File: src/hw/uehs_consts.svh
// constants for the endpoint halt status block: offsets, fields, resets
// assumes inclusion by bare name from the package and the design modules
`ifndef UEHS_CONSTS_SVH
`define UEHS_CONSTS_SVH

`define UEHS_N_EP 4
`define UEHS_EP2_OFS 32'h0020_0154
`define UEHS_EP3_OFS 32'h0020_0158
`define UEHS_EP4_OFS 32'h0020_015C
`define UEHS_EP7_OFS 32'h0020_0168
`define UEHS_CTRL_OFS 32'h0020_0300
`define UEHS_IRQ_STAT_OFS 32'h0020_0304
`define UEHS_IRQ_MASK_OFS 32'h0020_0308
`define UEHS_HALT_BIT 0
`define UEHS_NAK_ALL_BIT 0
`define UEHS_IRQ_W 8
`define UEHS_STAT_RST 8'h00
`define UEHS_CTRL_RST 1'h0
`define UEHS_IRQ_RST 8'h00

`endif

File: src/hw/uehs_pkg.sv
// types for the endpoint halt status block
// assumes the constants header is on the include path
`include "uehs_consts.svh"
package uehs_pkg;

   // state of one endpoint's halt logic
   typedef struct packed {
      logic halt;
      logic toggle_rst;
      logic flush;
      logic nak_clr;
      logic set_evt;
      logic clr_evt;
   } uehs_ep_st_t;

   // state of the register slave and status return
   typedef struct packed {
      logic [31:0] prdata;
      logic pready;
      logic pslverr;
      logic nak_all;
      logic [`UEHS_IRQ_W-1:0] irq_stat;
      logic [`UEHS_IRQ_W-1:0] irq_mask;
      logic irq;
      logic [7:0] status_data;
      logic status_valid;
   } uehs_top_st_t;

endpackage

File: src/hw/uehs_ep_if.sv
// signals between the register slave and one endpoint's halt logic
// assumes both ends run on the same clock
`timescale 1ns/1ps
interface uehs_ep_if;
   logic set_feat;
   logic clr_feat;
   logic set_cfg;
   logic set_intf;
   logic err;
   logic busy;
   logic wr_req;
   logic wr_bit;
   logic halt;
   logic toggle_rst;
   logic flush;
   logic nak_clr;
   logic set_evt;
   logic clr_evt;

   modport ctrl (output set_feat, clr_feat, set_cfg, set_intf, err, busy,
      wr_req, wr_bit, input halt, toggle_rst, flush, nak_clr, set_evt,
      clr_evt);
   modport ep (input set_feat, clr_feat, set_cfg, set_intf, err, busy,
      wr_req, wr_bit, output halt, toggle_rst, flush, nak_clr, set_evt,
      clr_evt);
endinterface

File: src/hw/uehs_top.sv
// endpoint halt status for endpoints 2, 3, 4 and 7, with apb slave
// assumes request decoder strobes and busy levels are on MCLK_I
`timescale 1ns/1ps
`include "uehs_consts.svh"
module uehs_top
   import uehs_pkg::*;
(
   input wire logic MCLK_I,             // 10 mhz usb side clock
   input wire logic RESET_N_I,          // async reset, active low
   input wire logic CE_I,               // clock enable, freezes state
   input wire logic PSEL_I,             // apb select
   input wire logic PENABLE_I,          // apb access phase
   input wire logic PWRITE_I,           // apb direction
   input wire logic [31:0] PADDR_I,     // apb byte address
   input wire logic [31:0] PWDATA_I,    // apb write data
   input wire logic [3:0] PSTRB_I,      // apb byte strobes
   output logic [31:0] PRDATA_O,        // apb read data
   output logic PREADY_O,               // apb ready
   output logic PSLVERR_O,              // apb error, unmapped
   input wire logic [3:0] SET_FEAT_I,   // set_feature halt per ep
   input wire logic [3:0] CLR_FEAT_I,   // clear_feature halt per ep
   input wire logic SET_CFG_I,          // set_configuration seen
   input wire logic [3:0] SET_INTF_I,   // set_interface owning ep
   input wire logic [3:0] EP_ERR_I,     // endpoint error pulse
   input wire logic [3:0] EP_BUSY_I,    // usb access to ep running
   input wire logic [3:0] GET_STATUS_I, // get_status for ep
   output logic [7:0] STATUS_DATA_O,    // status byte to host
   output logic STATUS_VALID_O,         // status byte strobe
   output logic [3:0] HALT_O,           // halt state per ep
   output logic [3:0] TOGGLE_RST_O,     // force next pid to data0
   output logic [3:0] FLUSH_O,          // clear endpoint buffer
   output logic [3:0] NAK_CLR_O,        // clear endpoint nak flag
   output logic NAK_ALL_O,              // control ep nak-all bit
   output logic IRQ_O                   // level interrupt
);

   localparam int NEP = `UEHS_N_EP;
   localparam logic [31:0] EP_OFS [NEP] = '{`UEHS_EP2_OFS,
      `UEHS_EP3_OFS, `UEHS_EP4_OFS, `UEHS_EP7_OFS};

   uehs_top_st_t st;
   uehs_top_st_t next_st;

   logic [NEP-1:0] ep_hit;
   logic [NEP-1:0] halt;
   logic [NEP-1:0] toggle_rst;
   logic [NEP-1:0] flush;
   logic [NEP-1:0] nak_clr;
   logic [NEP-1:0] set_evt;
   logic [NEP-1:0] clr_evt;
   logic [NEP-1:0] ep_wr;
   logic hit_ctrl;
   logic hit_stat;
   logic hit_mask;
   logic mapped;
   logic setup;
   logic done;
   logic wr_done;
   logic lane0;
   logic [`UEHS_IRQ_W-1:0] events;
   logic [`UEHS_IRQ_W-1:0] w1c;

   ////////////////////////////////////////////////////////////////////
   // address decode of the own registers
   assign hit_ctrl = (PADDR_I == `UEHS_CTRL_OFS);
   assign hit_stat = (PADDR_I == `UEHS_IRQ_STAT_OFS);
   assign hit_mask = (PADDR_I == `UEHS_IRQ_MASK_OFS);
   assign mapped = (|ep_hit) | hit_ctrl | hit_stat | hit_mask;

   // transfer phases; ready is raised in the first access cycle
   assign setup = PSEL_I & ~PENABLE_I;
   assign done = PSEL_I & PENABLE_I & st.pready;
   assign wr_done = done & PWRITE_I & ~st.pslverr;
   // only the low byte lane carries register data
   assign lane0 = PSTRB_I[0];

   ////////////////////////////////////////////////////////////////////
   // one endpoint instance per halt register
   generate
      for (genvar i = 0; i < NEP; i++) begin : g_ep
         uehs_ep_if eif ();

         assign ep_hit[i] = (PADDR_I == EP_OFS[i]);
         // writes need nak-all set and a full low byte
         assign ep_wr[i] = wr_done & ep_hit[i] & lane0 & st.nak_all;
         assign eif.set_feat = SET_FEAT_I[i];
         assign eif.clr_feat = CLR_FEAT_I[i];
         assign eif.set_cfg = SET_CFG_I;
         assign eif.set_intf = SET_INTF_I[i];
         assign eif.err = EP_ERR_I[i];
         assign eif.busy = EP_BUSY_I[i];
         assign eif.wr_req = ep_wr[i];
         assign eif.wr_bit = PWDATA_I[`UEHS_HALT_BIT];
         assign halt[i] = eif.halt;
         assign toggle_rst[i] = eif.toggle_rst;
         assign flush[i] = eif.flush;
         assign nak_clr[i] = eif.nak_clr;
         assign set_evt[i] = eif.set_evt;
         assign clr_evt[i] = eif.clr_evt;

         uehs_ep u_ep (
            .clk_i(MCLK_I),
            .rst_n_i(RESET_N_I),
            .ce_i(CE_I),
            .p(eif.ep)
         );
      end
   endgenerate

   // low half: stall entered, high half: halt cleared by a request
   assign events = {clr_evt, set_evt};
   assign w1c = (wr_done & hit_stat & lane0) ?
      PWDATA_I[`UEHS_IRQ_W-1:0] : '0;

   ////////////////////////////////////////////////////////////////////
   // register slave, interrupt and status return in one next state
   always_comb begin
      next_st = st;
      // answer in the access phase, never stretched
      next_st.pready = setup;
      if (setup) begin
         next_st.pslverr = ~mapped;
         next_st.prdata = '0;
         for (int i = 0; i < NEP; i++) begin
            if (ep_hit[i]) begin
               // upper bits of the status byte always read zero
               next_st.prdata[`UEHS_HALT_BIT] = halt[i];
            end
         end
         if (hit_ctrl) begin
            next_st.prdata[`UEHS_NAK_ALL_BIT] = st.nak_all;
         end
         if (hit_stat) begin
            next_st.prdata[`UEHS_IRQ_W-1:0] = st.irq_stat;
         end
         if (hit_mask) begin
            next_st.prdata[`UEHS_IRQ_W-1:0] = st.irq_mask;
         end
      end else if (done) begin
         next_st.pslverr = 1'b0;
      end
      // own control and mask registers also take only whole bytes
      if (wr_done && lane0 && hit_ctrl) begin
         next_st.nak_all = PWDATA_I[`UEHS_NAK_ALL_BIT];
      end
      if (wr_done && lane0 && hit_mask) begin
         next_st.irq_mask = PWDATA_I[`UEHS_IRQ_W-1:0];
      end
      // a new event wins over a clear written in the same cycle
      next_st.irq_stat = (st.irq_stat & ~w1c) | events;
      next_st.irq = |(next_st.irq_stat & next_st.irq_mask);
      // status return to the host; lowest endpoint wins a tie
      next_st.status_valid = |GET_STATUS_I;
      next_st.status_data = '0;
      for (int i = NEP - 1; i >= 0; i--) begin
         if (GET_STATUS_I[i]) begin
            next_st.status_data = {7'h00, halt[i]};
         end
      end
   end

   // single state register, frozen while the enable is low
   always_ff @(posedge MCLK_I or negedge RESET_N_I) begin
      if (!RESET_N_I) begin
         st <= '0;
      end else if (CE_I) begin
         st <= next_st;
      end
   end

   ////////////////////////////////////////////////////////////////////
   // every output is a flip-flop of this module or of an endpoint
   assign PRDATA_O = st.prdata;
   assign PREADY_O = st.pready;
   assign PSLVERR_O = st.pslverr;
   assign STATUS_DATA_O = st.status_data;
   assign STATUS_VALID_O = st.status_valid;
   assign NAK_ALL_O = st.nak_all;
   assign IRQ_O = st.irq;
   assign HALT_O = halt;
   assign TOGGLE_RST_O = toggle_rst;
   assign FLUSH_O = flush;
   assign NAK_CLR_O = nak_clr;

endmodule

File: src/hw/uehs_ep.sv
// halt state of one non-control endpoint
// assumes request strobes are one-cycle pulses on the same clock
`timescale 1ns/1ps
module uehs_ep
   import uehs_pkg::*;
(
   input wire logic clk_i,   // usb side clock
   input wire logic rst_n_i, // async reset, active low
   input wire logic ce_i,    // clock enable
   uehs_ep_if.ep p           // link to the register slave
);

   uehs_ep_st_t st;
   uehs_ep_st_t next_st;
   logic clr_req;
   logic set_req;

   ////////////////////////////////////////////////////////////////////
   // hardware requests beat cpu writes; a set beats a clear so that
   // an error arriving with a clear is never lost
   always_comb begin
      next_st = st;
      clr_req = p.clr_feat | p.set_cfg | p.set_intf;
      set_req = p.set_feat | p.err;
      if (set_req) begin
         next_st.halt = 1'b1;
      end else if (clr_req) begin
         next_st.halt = 1'b0;
      end else if (p.wr_req && !p.busy) begin
         next_st.halt = p.wr_bit;
      end
      next_st.toggle_rst = clr_req;
      // entry into stall empties the buffer and drops its nak
      next_st.flush = next_st.halt & ~st.halt;
      next_st.nak_clr = next_st.halt & ~st.halt;
      next_st.set_evt = next_st.halt & ~st.halt;
      next_st.clr_evt = clr_req & ~set_req & st.halt;
   end

   // one register stage for the whole endpoint, frozen by enable
   always_ff @(posedge clk_i or negedge rst_n_i) begin
      if (!rst_n_i) begin
         st <= '0;
      end else if (ce_i) begin
         st <= next_st;
      end
   end

   assign p.halt = st.halt;
   assign p.toggle_rst = st.toggle_rst;
   assign p.flush = st.flush;
   assign p.nak_clr = st.nak_clr;
   assign p.set_evt = st.set_evt;
   assign p.clr_evt = st.clr_evt;

endmodule

File: config.mk
export PLATFORM = sky130hd
export DESIGN_NAME = uehs_top
export DESIGN_NICKNAME = d
export VERILOG_FILES = /design/src/hw/uehs_pkg.sv /design/src/hw/uehs_ep_if.sv /design/src/hw/uehs_top.sv /design/src/hw/uehs_ep.sv
export VERILOG_INCLUDE_DIRS = /design/src /design/src/hw
export SDC_FILE = /design/constraint.sdc
export NUM_CORES = 1
export LEC_CHECK = 0
export ABC_AREA = 0
export BUFFER_PORTS_ARGS = -buffer_cell sky130_fd_sc_hd__buf_4
export CAP_MARGIN = 20
export CORE_ASPECT_RATIO = 1.2
export CORE_MARGIN = 2
export CORE_UTILIZATION = 42
export DETAILED_ROUTE_END_ITERATION = 7
export GPL_TIMING_DRIVEN = 0
export PLACE_DENSITY = 0.78
export SYNTH_ARGS = -nofsm -noshare
export SYNTH_HDL_FRONTEND = slang
export SYNTH_SLANG_ARGS = --single-unit
File: constraint.sdc
create_clock -name MCLK_I -period 1.87 [get_ports MCLK_I]
set_input_delay 0.0935 -clock MCLK_I [delete_from_list [all_inputs] [get_ports MCLK_I]]
set_output_delay 0.0935 -clock MCLK_I [all_outputs]
set_load 0.01 [all_outputs]
### Word-level counts from Yosys, hierarchy flattened

Cells that the tools add are included.
W data, S select, Z words.

| cells by class | value |
|---|---|
| eq/ne operators | 7 |
| mux-type cells | 27 |
| bitwise gates (word level) | 61 |
| reductions and logical operators | 18 |

Operator list:

| cell | count |
|---|---|
| $eq A32 B22 Y1 const B | 7 |
| $mux W8 | 7 |
| $and A1 B1 Y1 | 31 |
| $mux W1 | 20 |
| $and A8 B8 Y8 | 2 |
| $or A1 B1 Y1 | 15 |
| $not A1 Y1 | 11 |
| $not A8 Y8 | 1 |
| $or A8 B8 Y8 | 1 |
| $reduce_or A4 Y1 | 2 |
| $reduce_or A8 Y1 | 1 |
| $logic_and A1 B1 Y1 | 7 |
| $reduce_and A2 Y1 | 3 |
| $logic_not A1 Y1 | 4 |
| $reduce_bool A2 Y1 | 1 |

| storage, ports and cells | value |
|---|---|
| register bits after elaboration | 53 |
| bits of input ports | 99 |
| output and inout bits | 61 |
| logic and storage cells | 138 |

### Logic depth before layout (Yosys ltp)

Gate-level depths: netlist of run 1.

| logic depth | value |
|---|---|
| depth in word-level cells | 12 |
| mapped depth | 7 |
| gate-level depth less buffers | 6 |

### Modules after synthesis

From an unflattened synthesis of run 1, not the netlist that was laid out.

| second synthesis, totals | value |
|---|---|
| cells, all modules | 341 |
| area, all modules | 3153.0 um^2 |

By module, submodules not included:

| module | times used | cells an instance | area each (um^2) | sequential area each (um^2) |
|---|---|---|---|---|
| uehs_top | 1 | 265 | 2307.2 | 750.7 |
| uehs_ep | 4 | 19 | 211.5 | 100.1 |

### Worst setup path after synthesis of run 1

Ideal clock, no wire load.

| timing | value |
|---|---|
| kind | in2reg |
| start point | input PADDR_I[5] |
| end point | register st (netlist bit IRQ_O) |
| library setup time | 0.139 ns |
| arrival | 1.859 ns |
| data required time | 1.731 ns |
| slack | -0.128 ns |
| stages | 7 |
| path buffers | 1 |
| path through | or4b_1 nand3b_4 buf_6 or4_4 a211oi_2 o32a_2 a41oi_1 |

| on the way | value |
|---|---|
| word-level cells in the longest chain between the ends | 9 |
| elaborated cells between the ends (all ways) | 12 |
| those cells by class | 2 x eq/ne; 2 x mux; 6 x bitwise; 2 x reduce/logical |

Ends and longest elaborated chain:

| item | RTL line | text |
|---|---|---|
| start: declaration | uehs_top.sv:14 | `input wire logic [31:0] PADDR_I,` |
| $eq A32 B22 Y1 (no line) | n/a |  |
| $and A1 B1 Y1 (2 in a row) | uehs_top.sv:112 | `assign w1c = (wr_done & hit_stat & lane0) ?` |
| $mux W8 | uehs_top.sv:112 |  |
| $not A8 Y8 | uehs_top.sv:150 | `next_st.irq_stat = (st.irq_stat & ~w1c) \| events;` |
| $and A8 B8 Y8 | uehs_top.sv:150 |  |
| $or A8 B8 Y8 | uehs_top.sv:150 |  |
| $and A8 B8 Y8 (*) | uehs_top.sv:151 | `next_st.irq = \|(next_st.irq_stat & next_st.irq_mask);` |
| $reduce_or A8 Y1 (*) | uehs_top.sv:151 |  |
| end signal: assignment | uehs_top.sv:167 | `st <= next_st;` |
| end: declaration | uehs_top.sv:41 | `uehs_top_st_t st;` |

Every way passes the cells marked *; elsewhere a longest branch is shown, timed or not.
A chain may end at the register's enable or synchronous reset.

### Worst setup path after layout of run 1

| timing | value |
|---|---|
| start point | register st (netlist bit PREADY_O) |
| end point | register st (netlist bit IRQ_O) |

| on the way | value |
|---|---|
| word-level cells in the longest chain between the ends | 11 |
| elaborated cells between the ends (all ways) | 14 |
| those cells by class | 2 x mux; 9 x bitwise; 3 x reduce/logical |

Ends and longest elaborated chain:

| item | RTL line | text |
|---|---|---|
| $and A1 B1 Y1 (*) | uehs_top.sv:72 | `assign done = PSEL_I & PENABLE_I & st.pready;` |
| $and A1 B1 Y1 (*) (2 in a row) | uehs_top.sv:73 | `assign wr_done = done & PWRITE_I & ~st.pslverr;` |
| $and A1 B1 Y1 (2 in a row) | uehs_top.sv:112 |  |
| $mux W8 | uehs_top.sv:112 |  |
| $not A8 Y8 | uehs_top.sv:150 |  |
| $and A8 B8 Y8 | uehs_top.sv:150 |  |
| $or A8 B8 Y8 | uehs_top.sv:150 |  |
| $and A8 B8 Y8 (*) | uehs_top.sv:151 |  |
| $reduce_or A8 Y1 (*) | uehs_top.sv:151 |  |

Marks and branches as above.

==> results of run 1 <==
repair_timing:
item	4_1_cts	5_1_grt
setup endpoints to repair	31	30
buffers inserted	7	5
hold buffers	1	0
resized for setup	11	19
pin swaps	10	19
cloned	0	0
endpoints found under the hold margin	46	0
stage by stage:
stage	hold WS [ns]	cells
floorplan	-0.202	363
global placement	0.129	552
detailed placement	0.137	552
CTS	0.0000690	568
global route	0.0193	573
finish	0.00278	573
worst max-delay path by stage:
stage                start  slack, ns                  end
2_1_floorplan   PADDR_I[5]      -0.07            NAK_ALL_O
3_3_place_gp   PADDR_I[27]      -0.55            NAK_ALL_O
3_5_place_dp   PADDR_I[20]      -0.56            NAK_ALL_O
4_1_cts           PREADY_O      -0.08  g_ep[1].u_ep.p.halt
5_1_grt           PREADY_O      -0.14                IRQ_O
6_report          PREADY_O      -0.12                IRQ_O
power groups by stage:
stage,clock (mW),combinational [mW],sequential (mW)
after floorplan,0,0.359,1.14
after global routing,0.671,0.767,1.16
after global placement,0,0.653,1.16
final,0.611,0.708,1.15
after detailed placement,0,0.665,1.16
after CTS,0.621,0.687,1.14
critical path: stages (launching register included):
cell and delay [ns]:
dfrtp_1 0.39, and4_4 0.27, nand3_2 0.20, or4_4 0.48
a211oi_2 0.23, o32a_2 0.18, a41oi_2 0.11
state kept, by name (all words and copies together) (netlist names):
signal	cells
st	16
PRDATA_O	8
g_ep.u_ep.p.clr_evt	4
g_ep.u_ep.p.halt	4
g_ep.u_ep.p.toggle_rst	4
g_ep.u_ep.p.flush	3
IRQ_O	1
NAK_ALL_O	1
PREADY_O	1
PSLVERR_O	1
STATUS_DATA_O	1
STATUS_VALID_O	1
g_ep.u_ep.p.set_evt	1
layer usage:
metal	vias up	track usage (%)	wire length (µm)	part of all wire, %
li1	1425	-	-	-
met1	1391	28.0	3610	41
met2	105	36.5	4590	52
met3	11	3.70	460	5.2
met4	0	4.36	119	1.4
met5	-	0	0	0
layout by cell type (no fill, tap or decap), types with 8 or more instances in the layout:
cell,instances
nand2_1,20
nor2_1,30
inv_1,9
buf_4,165
a22o_1,11
a22oi_1,8
dfrtp_1,46
nor4_1,8
a21oi_1,19
conb_1,31
final cells by class:
type                    instances  area share, %
multi-input cells             239           38.7
plain buffers                  69           11.1
repair buffers                112           19.1
clock buffers                   5           1.54
clock inverters                 3          0.477
inverters                       9          0.758
well taps                      90           2.53
flip-flops and latches         46           25.8
kinds of logic (layout without fill, tap and decap cells):
group / Yosys count / after routing / synth area share [%]
muxes: 13 / 13 / 5.52
DFF: 46 / 46 / 37.1
and+or+nand+nor: 117 / 117 / 22.8
other: 1 / 31 / 0.121
AOI/OAI and AO/OA: 78 / 78 / 17.7
buffers and inverters: 78 / 198 / 16.7
==> results.toml, run 1 <==
[die]
io_pins = 160
die_y_um = 98.2
rows = 34
initial_utilization_pct = 43.2
die_w_um = 82.5
core_area_mm2 = 0.00719
dieArea_mm2 = 0.00810

[clocking]
cts_sinks = 46
cts_tree = "done"
clkTransAtPathRegs_ns = 0.09
clock_tree.buffer_depth = 2
ctsHtreeMaxLevel = 2
cts_root_buf = "clkbuf_8"
cts_made_buffers = 5
insertion_delay_ns = 0.30

[run]
maxCapViolCount = 0

[logic_synthesis]
ys_seq_elements = 46
yosys.cell_count.top_type = "buf_4"
synth.avg_cell_area_um2 = 9.32
synth_edf_count = 0
synth_area_leaders = "dfrtp_1 (37%), buf_4 (14%), nor2_1 (3.6%)"
postSynthCellCount = 333
yosysSeqAreaShare_pct = 37.1
synth_ff_type = "dfrtp_1"
synth_top_area_cell = "dfrtp_1"
synth.distinct_cells = 55
synthArstFlopShare_pct = 100
yosys-top-cells-count = "buf_4 (56), dfrtp_1 (46), nor2_1 (30)"
netlist.area_leader.share_pct = 37.1
yosys_warnings = 0
synth_area_mm2 = 0.00310

[sta]
final-hold-violation-count = 0
period_minus_slack_ns = 1.99
fin_ws_ns = -0.122
min_period_over_period_pct = 107
slew_violations = 0
rsz0062_at_grt = "true"
setup-tns-final_ns = -0.354
maxSlewHeadroom_pct = 60.3
worst_pin_slew_ns = 0.594
max_freq_ghz = 0.502
finClkSkew_ns = 0.0132
setup_viol = 4

[layout]
n_fill_cell = 630
final-seq-area_mm2 = 0.00115
antennaDiodeCount = 0
multi_input_comb_area_mm2 = 0.00173
fin_area_mm2 = 0.00446
fin_nets = 581
area_delta_synth_final_pct = 43.6
layout-drive-gt1-share_pct = 47.6
utilization_pct = 62.0

[place]
place_congestion = 0.908
placed_area_mm2 = 0.00410
dp_hpwl_um = 6510
io_buffers = 99
pre_cts_ws_ns = -0.556

[critical_path]
required_ns = 2.04
cp-end-kind = "flip-flop"
r2r_slack_ns = -0.12
reg2reg_to = "IRQ_O"
crit_fanout = 6
reg2reg_depth = 6
path_class = "reg -> reg"
start_kind = "flip-flop"
arrival_ns = 2.16
r2r-start = "PREADY_O"

[route]
drtPass1Iterations = 4
wl_um = 8780
routed_via_density = 5.12
drt-initial-drc-count = 194
postRouteAntennaNets = 0
drc_errors = 0
avgRoutedWirePerCell_um = 15.3
via_count = 2932

[hold_path]
hold_depth = 2
worstHoldStart = "PENABLE_I"
hp-class = "in -> reg"
worstHoldEndpoint = "PREADY_O"

[pwr]
ir_drop_mv = 0.352
pwr-share-seq_pct = 46.5
p_leak_nw = 2.11
sw_frac_of_total_pct = 29.5
p_per_area_mw_per_mm2 = 553
power_mw = 2.47
p_int_mw = 1.74
pwr-share-comb_pct = 28.7
power.switching_mw = 0.727
clkPwrFrac_pct = 24.8

[global_route]
grtUsageTotal_pct = 21.4
overflow = 0
grt_pass1_vias = 2730
grt_pass1_wl_um = 13500
grt_antenna_before_repair = 0
grt_max_degree = 47

[outcome]
violations = "setup timing"
outcome = "complete, but fails checks"
Note: power is estimated with default switching activity, not from simulation.
==> run 2: changes to the inputs <==
- CORE_MARGIN: 2 -> 10
==> run 2 against run 1 <==
Die area rose by 39%; largest power group unchanged; critical endpoint unchanged; via count rose by 0.51%; the run still ends with setup timing left; total power is 5.7% higher; clock power grew 23%; fmax up 5.0%; setup slack better by 0.095 ns; combinational power up 1%.
==> results.toml, run 2 (same netlist as run 1, synthesis figures left out) <==
[outcome]
outcome = "complete, but fails checks"
violations = "setup timing"

[die]
rows = 34
io_pins = 160
core_area_mm2 = 0.00723
initial_utilization_pct = 42.9
dieArea_mm2 = 0.0112
die_w_um = 98.5
die_y_um = 114

[sta]
whs_ns = 0.0477
min_period_over_period_pct = 101
worst_pin_slew_ns = 0.667
maxSlewHeadroom_pct = 55.4
slew_violations = 0
final-hold-violation-count = 0
fin_ws_ns = -0.0271
rsz0062_at_grt = "true"
setup_viol = 3
period_minus_slack_ns = 1.90
max_freq_ghz = 0.527
finClkSkew_ns = 0.00762

[global_route]
grt_max_degree = 47
grtUsageTotal_pct = 16.8
grt_antenna_before_repair = 0
overflow = 0
grt_pass1_wl_um = 15800
grt_pass1_vias = 3198

[critical_path]
crit_buf_inv = 2
reg2reg_depth = 6
required_ns = 2.05
cpPeakStageDelay_ns = 0.54
crit_slowest_cell = "or4b_4"
path_class = "in -> reg"
crit_fanout = 10
arrival_ns = 2.08
r2r-start = "PSLVERR_O"
r2r_slack_ns = -0.02
reg2reg_to = "IRQ_O"
start_kind = "input port"
cp-end-kind = "flip-flop"
worstPathCellList = "buf_4, or4b_4, nand3b_4, buf_6, or4_4, a211oi_2, o32a_2, a41oi_2"
critical_path.top_delay_family = "simple AND/OR/NAND/NOR gates"

[route]
via_count = 2947
routed_via_density = 5.16
drtPass1Iterations = 4
drc_errors = 0
wl_um = 9860
avgRoutedWirePerCell_um = 17.3
drt-initial-drc-count = 103
postRouteAntennaNets = 0

[layout]
layout_commonest_cell = "buf_4"
final-seq-area_mm2 = 0.00115
stdcell_count = 571
largest_register_ffs = 16
area_delta_synth_final_pct = 44.4
antennaDiodeCount = 0
mostFrequentLayoutCells = "buf_4 (165), dfrtp_1 (46), conb_1 (31)"
layout-drive-gt1-share_pct = 49.1
fin_nets = 579
n_fill_cell = 626
multi_input_comb_area_mm2 = 0.00175
top_register = "st"

[pwr]
p_leak_nw = 2.10
p_per_area_mw_per_mm2 = 582
ir_drop_mv = 0.369

[clocking]
cts_made_buffers = 5
clock_tree.buffer_depth = 2
ctsHtreeMaxLevel = 2
cts_sinks = 46
clkTransAtPathRegs_ns = 0.09
insertion_delay_ns = 0.30
cts_tree = "done"
cts_root_buf = "clkbuf_8"

[place]
dp_hpwl_um = 7780
dp_cells = 552
io_buffers = 99
place_congestion = 0.911

[hold_path]
hold_depth = 2
hp-class = "in -> reg"
worstHoldEndpoint = "st[12]"
worstHoldStart = "PWDATA_I[2]"

[run]
maxCapViolCount = 0
[run 2: final cells by class]
type	count	share of cell area (%)
tap	90	2.51
sequential	46	25.7
clock buffer	5	1.54
clock inverter	3	1.01
inverter	9	0.754
buffer	68	10.8
multi-input combinational	239	39.0
timing repair buffer	111	18.7
[run 2: layer usage]
metal,share of wire (%),vias to the layer above,GRT usage [%]
li1,-,1420,-
met5,0,-,0
met2,53,130,30.5
met3,7.0,25,4.29
met1,38,1372,18.8
met4,2.6,0,5.26
[run 2: where the power goes]
group          switching (mW)  internal, mW
clock                   0.351         0.398
sequential             0.0728          1.07
combinational           0.309         0.407
total                   0.733          1.87
[run 2: worst max-delay path by stage]
| stage | slack, ns | cells after the start | start | to |
|---|---|---|---|---|
| after global placement | -0.55 | 7 | PADDR_I[20] | NAK_ALL_O |
| after CTS | -0.007 | 7 | PSLVERR_O | IRQ_O |
| final | -0.03 | 8 | PADDR_I[5] | IRQ_O |
| after floorplan | -0.07 | 5 | PADDR_I[5] | NAK_ALL_O |
| after detailed placement | -0.54 | 7 | PADDR_I[20] | NAK_ALL_O |
| after global routing | -0.12 | 7 | PADDR_I[20] | NAK_ALL_O |
[run 2: through the flow]
| stage | utilization [%] | worst slack, ns | power (mW) | area (µm²) | TNS [ns] |
|---|---|---|---|---|---|
| floorplan | - | -0.0659 | 1.50 | 3250 | -0.632 |
| global placement | 56.7 | -0.554 | 1.82 | 4100 | -14.45 |
| detailed placement | 56.7 | -0.543 | 1.84 | 4100 | -13.67 |
| CTS | 60.1 | -0.00735 | 2.60 | 4350 | -0.00943 |
| global route | 62.0 | -0.118 | 2.74 | 4480 | -1.06 |
| finish | 62.0 | -0.0271 | 2.61 | 4480 | -0.0443 |
[run 2: repair_timing]
action	4_1_cts	5_1_grt
gates cloned	0	1
hold buffers	2	0
hold endpoints to repair	47	0
setup endpoints to repair	31	33
gates resized for setup	14	23
pin swaps	5	8
buffers inserted	5	4
==> run 3: changes to the inputs <==
- REMOVE_ABC_BUFFERS: unset -> 1
- SYNTH_HIERARCHICAL: unset -> 1
==> run 3 against run 2 <==
The flow still finishes with violations (setup timing); cell count fell by 10%; largest cell class unchanged; design area shrank 6.6%; clock skew is 0.0034 ns lower; global-route usage shrank 0.92 points; sequential share of layout area increased by 1.8 points; routed wire length is 2.2% higher; first-iteration DRC count grew to 2.6 times the previous value; via count shrank 3.1%; synthesized area increased by 1.6%; non-clock buffer count down 60.
==> results.toml, run 3 <==
[clocking]
cts_tree = "done"
cts_made_buffers = 5
cts_sinks = 46
clock_tree.buffer_depth = 2
cts_root_buf = "clkbuf_8"
ctsHtreeMaxLevel = 2
clkTransAtPathRegs_ns = 0.08
insertion_delay_ns = 0.29

[logic_synthesis]
synth-simple-area-share_pct = 23.1
synth_top_family_by_area = "simple AND/OR/NAND/NOR gates"
synth_top_area_cell = "dfrtp_1"
synth-compound-area-share_pct = 16.4
netlist.area_leader.share_pct = 36.5
synthArstFlopShare_pct = 100
yosysSeqAreaShare_pct = 36.5
synth_edf_count = 0
yosys.cell_count.top_type = "buf_4"
yosys-top-cells-count = "buf_4 (64), dfrtp_1 (46), nand2_1 (22)"
synth.distinct_cells = 49
synthAdderAreaFrac_pct = 0
synth_mux_area_share_pct = 6.03
postSynthCellCount = 341
synth_area_leaders = "dfrtp_1 (37%), buf_4 (15%), mux2_2 (5.7%)"
ys_seq_elements = 46
synth_area_mm2 = 0.00315
yosys_warnings = 6
synth_xor_area_share_pct = 0
synth.avg_cell_area_um2 = 9.25
synth_ff_type = "dfrtp_1"

[route]
wl_met3_um = 933
routed_via_density = 5.57
drc_errors = 0
wl_um = 10100
postRouteAntennaNets = 0
dr.max_layer_used = "met4"
wirelength_met1_um = 3590
drt-initial-drc-count = 265
drtPass1Iterations = 4
avgRoutedWirePerCell_um = 19.6
via_count = 2856
route.met2.wl_um = 5300

[pwr]
pwr-share-seq_pct = 50.3
clkPwrFrac_pct = 26.1
sw_frac_of_total_pct = 29.2
pwr-share-comb_pct = 23.6
p_leak_nw = 1.90
power.switching_mw = 0.649
p_int_mw = 1.57
p_per_area_mw_per_mm2 = 530
ir_drop_mv = 0.377
power_mw = 2.22

[critical_path]
cp-end-kind = "flip-flop"
reg2reg_depth = 7
crit_cells = 7
arrival_ns = 2.40
crit_slowest_cell = "or3_4"
start_kind = "flip-flop"
worstPathCellList = "nand4b_1, buf_4, or3_4, nor4_4, a211oi_2, nor4_1, a41oi_2"
path_class = "reg -> reg"
critical_path.top_delay_family = "simple AND/OR/NAND/NOR gates"
cpPeakStageDelay_ns = 0.46
required_ns = 2.02
crit_buf_inv = 1
crit_fanout = 7

[place]
io_buffers = 101
pre_cts_ws_ns = -1.35
dp_hpwl_um = 6760
place_congestion = 0.831

[die]
io_pins = 160
dieArea_mm2 = 0.0114
initial_utilization_pct = 43.3
rows = 34
die_y_um = 115
core_area_mm2 = 0.00727
die_w_um = 99.1

[layout]
layout-drive-gt1-share_pct = 48.0
area_delta_synth_final_pct = 32.8
largest_register_ffs = 16
antennaDiodeCount = 0
layout_commonest_cell = "buf_4"
mostFrequentLayoutCells = "buf_4 (114), dfrtp_1 (46), conb_1 (31)"
fin_nets = 522
top_register = "st"
utilization_pct = 57.6

[global_route]
overflow = 0
grt_pass1_vias = 3034
grt_max_degree = 47
grtUsageTotal_pct = 15.9
grt_antenna_before_repair = 0
grt_pass1_wl_um = 15100

[sta]
whs_ns = 0.0629
worst_pin_slew_ns = 0.624
slew_violations = 0
period_minus_slack_ns = 2.24
rsz0062_at_grt = "true"
fin_ws_ns = -0.375
setup_viol = 20
final-hold-violation-count = 0
max_freq_ghz = 0.445
maxSlewHeadroom_pct = 58.1
finClkSkew_ns = 0.00426
min_period_over_period_pct = 120

[hold_path]
hold_depth = 2
hp-class = "in -> reg"

[outcome]
violations = "setup timing"
outcome = "complete, but fails checks"

[run]
maxCapViolCount = 0
## run 3: cell types whose count changed after synthesis, sizes merged, moves of 4 or more
cell	delta
a21o	-4
a21oi	-9
buf	+7
mux2	+4
nand3	-4
nor2	-9
nor3	-4
nor4	+5
o211a	+4
o21ai	+9
o2bb2ai	-4
o41ai	+4
or3	+4
## run 3: through the flow
stage | setup TNS [ns] | std cells | area (µm²)
2_1_floorplan | -7.17 | 296 | 2740
3_3_place_gp | -31.25 | 487 | 3610
3_5_place_dp | -31.14 | 487 | 3620
4_1_cts | -2.16 | 505 | 4010
5_1_grt | -5.96 | 513 | 4190
6_report | -3.90 | 513 | 4190
## run 3: layout make-up
class / instances / area, µm²
Clock buffer: 5 / 68.8
Clock inverter: 2 / 10.0
Fill cell: 612 / 3090
Inverter: 10 / 37.5
Multi-Input combinational cell: 241 / 1880
Sequential cell: 46 / 1150
Tap cell: 90 / 113
Timing Repair Buffer: 119 / 928
## run 3: worst paths after layout
path                                           start                         to  slack (ns)
max reg2reg                                PSLVERR_O                      IRQ_O       -0.37
min                                      PWDATA_I[2]                     st[12]        0.06
min in group asynchronous                  RESET_N_I                PRDATA_O[3]        0.34
min reg2reg                g_ep[2].u_ep/p.toggle_rst  g_ep[2].u_ep/p.toggle_rst        0.51
max                                        PSLVERR_O                      IRQ_O       -0.37
max in group asynchronous                  RESET_N_I  g_ep[1].u_ep/p.toggle_rst        1.14
## run 3: power by group through the flow
stage / Clock, mW / Combinational [mW] / Sequential [mW]
after floorplan: 0 / 0.147 / 1.15
after global placement: 0 / 0.464 / 1.13
after detailed placement: 0 / 0.476 / 1.14
after CTS: 0.594 / 0.511 / 1.12
after global routing: 0.632 / 0.575 / 1.13
final: 0.579 / 0.525 / 1.12
## run 3: repair_timing
action / CTS / global route
hold buffers: 1 / 0
pin swaps: 19 / 5
setup buffers: 9 / 7
gates cloned: 1 / 0
setup endpoints to repair: 35 / 26
hold endpoints to repair: 46 / 0
resized for setup: 35 / 20
## run 3: logic make-up (layout without fill, tap and decap cells)
logic type / count (synthesis) / in the layout
muxes: 17 / 17
other: 1 / 31
and+or+nand+nor: 121 / 122
DFF: 46 / 46
AOI/OAI and AO/OA: 71 / 71
buffers and inverters: 85 / 136
## run 3: metal layers
metal | track usage [%] | vias up
met1 | 17.8 | 1371
met4 | 6.22 | 0
met2 | 27.3 | 146
met3 | 5.28 | 19
met5 | 0 | -
li1 | - | 1320
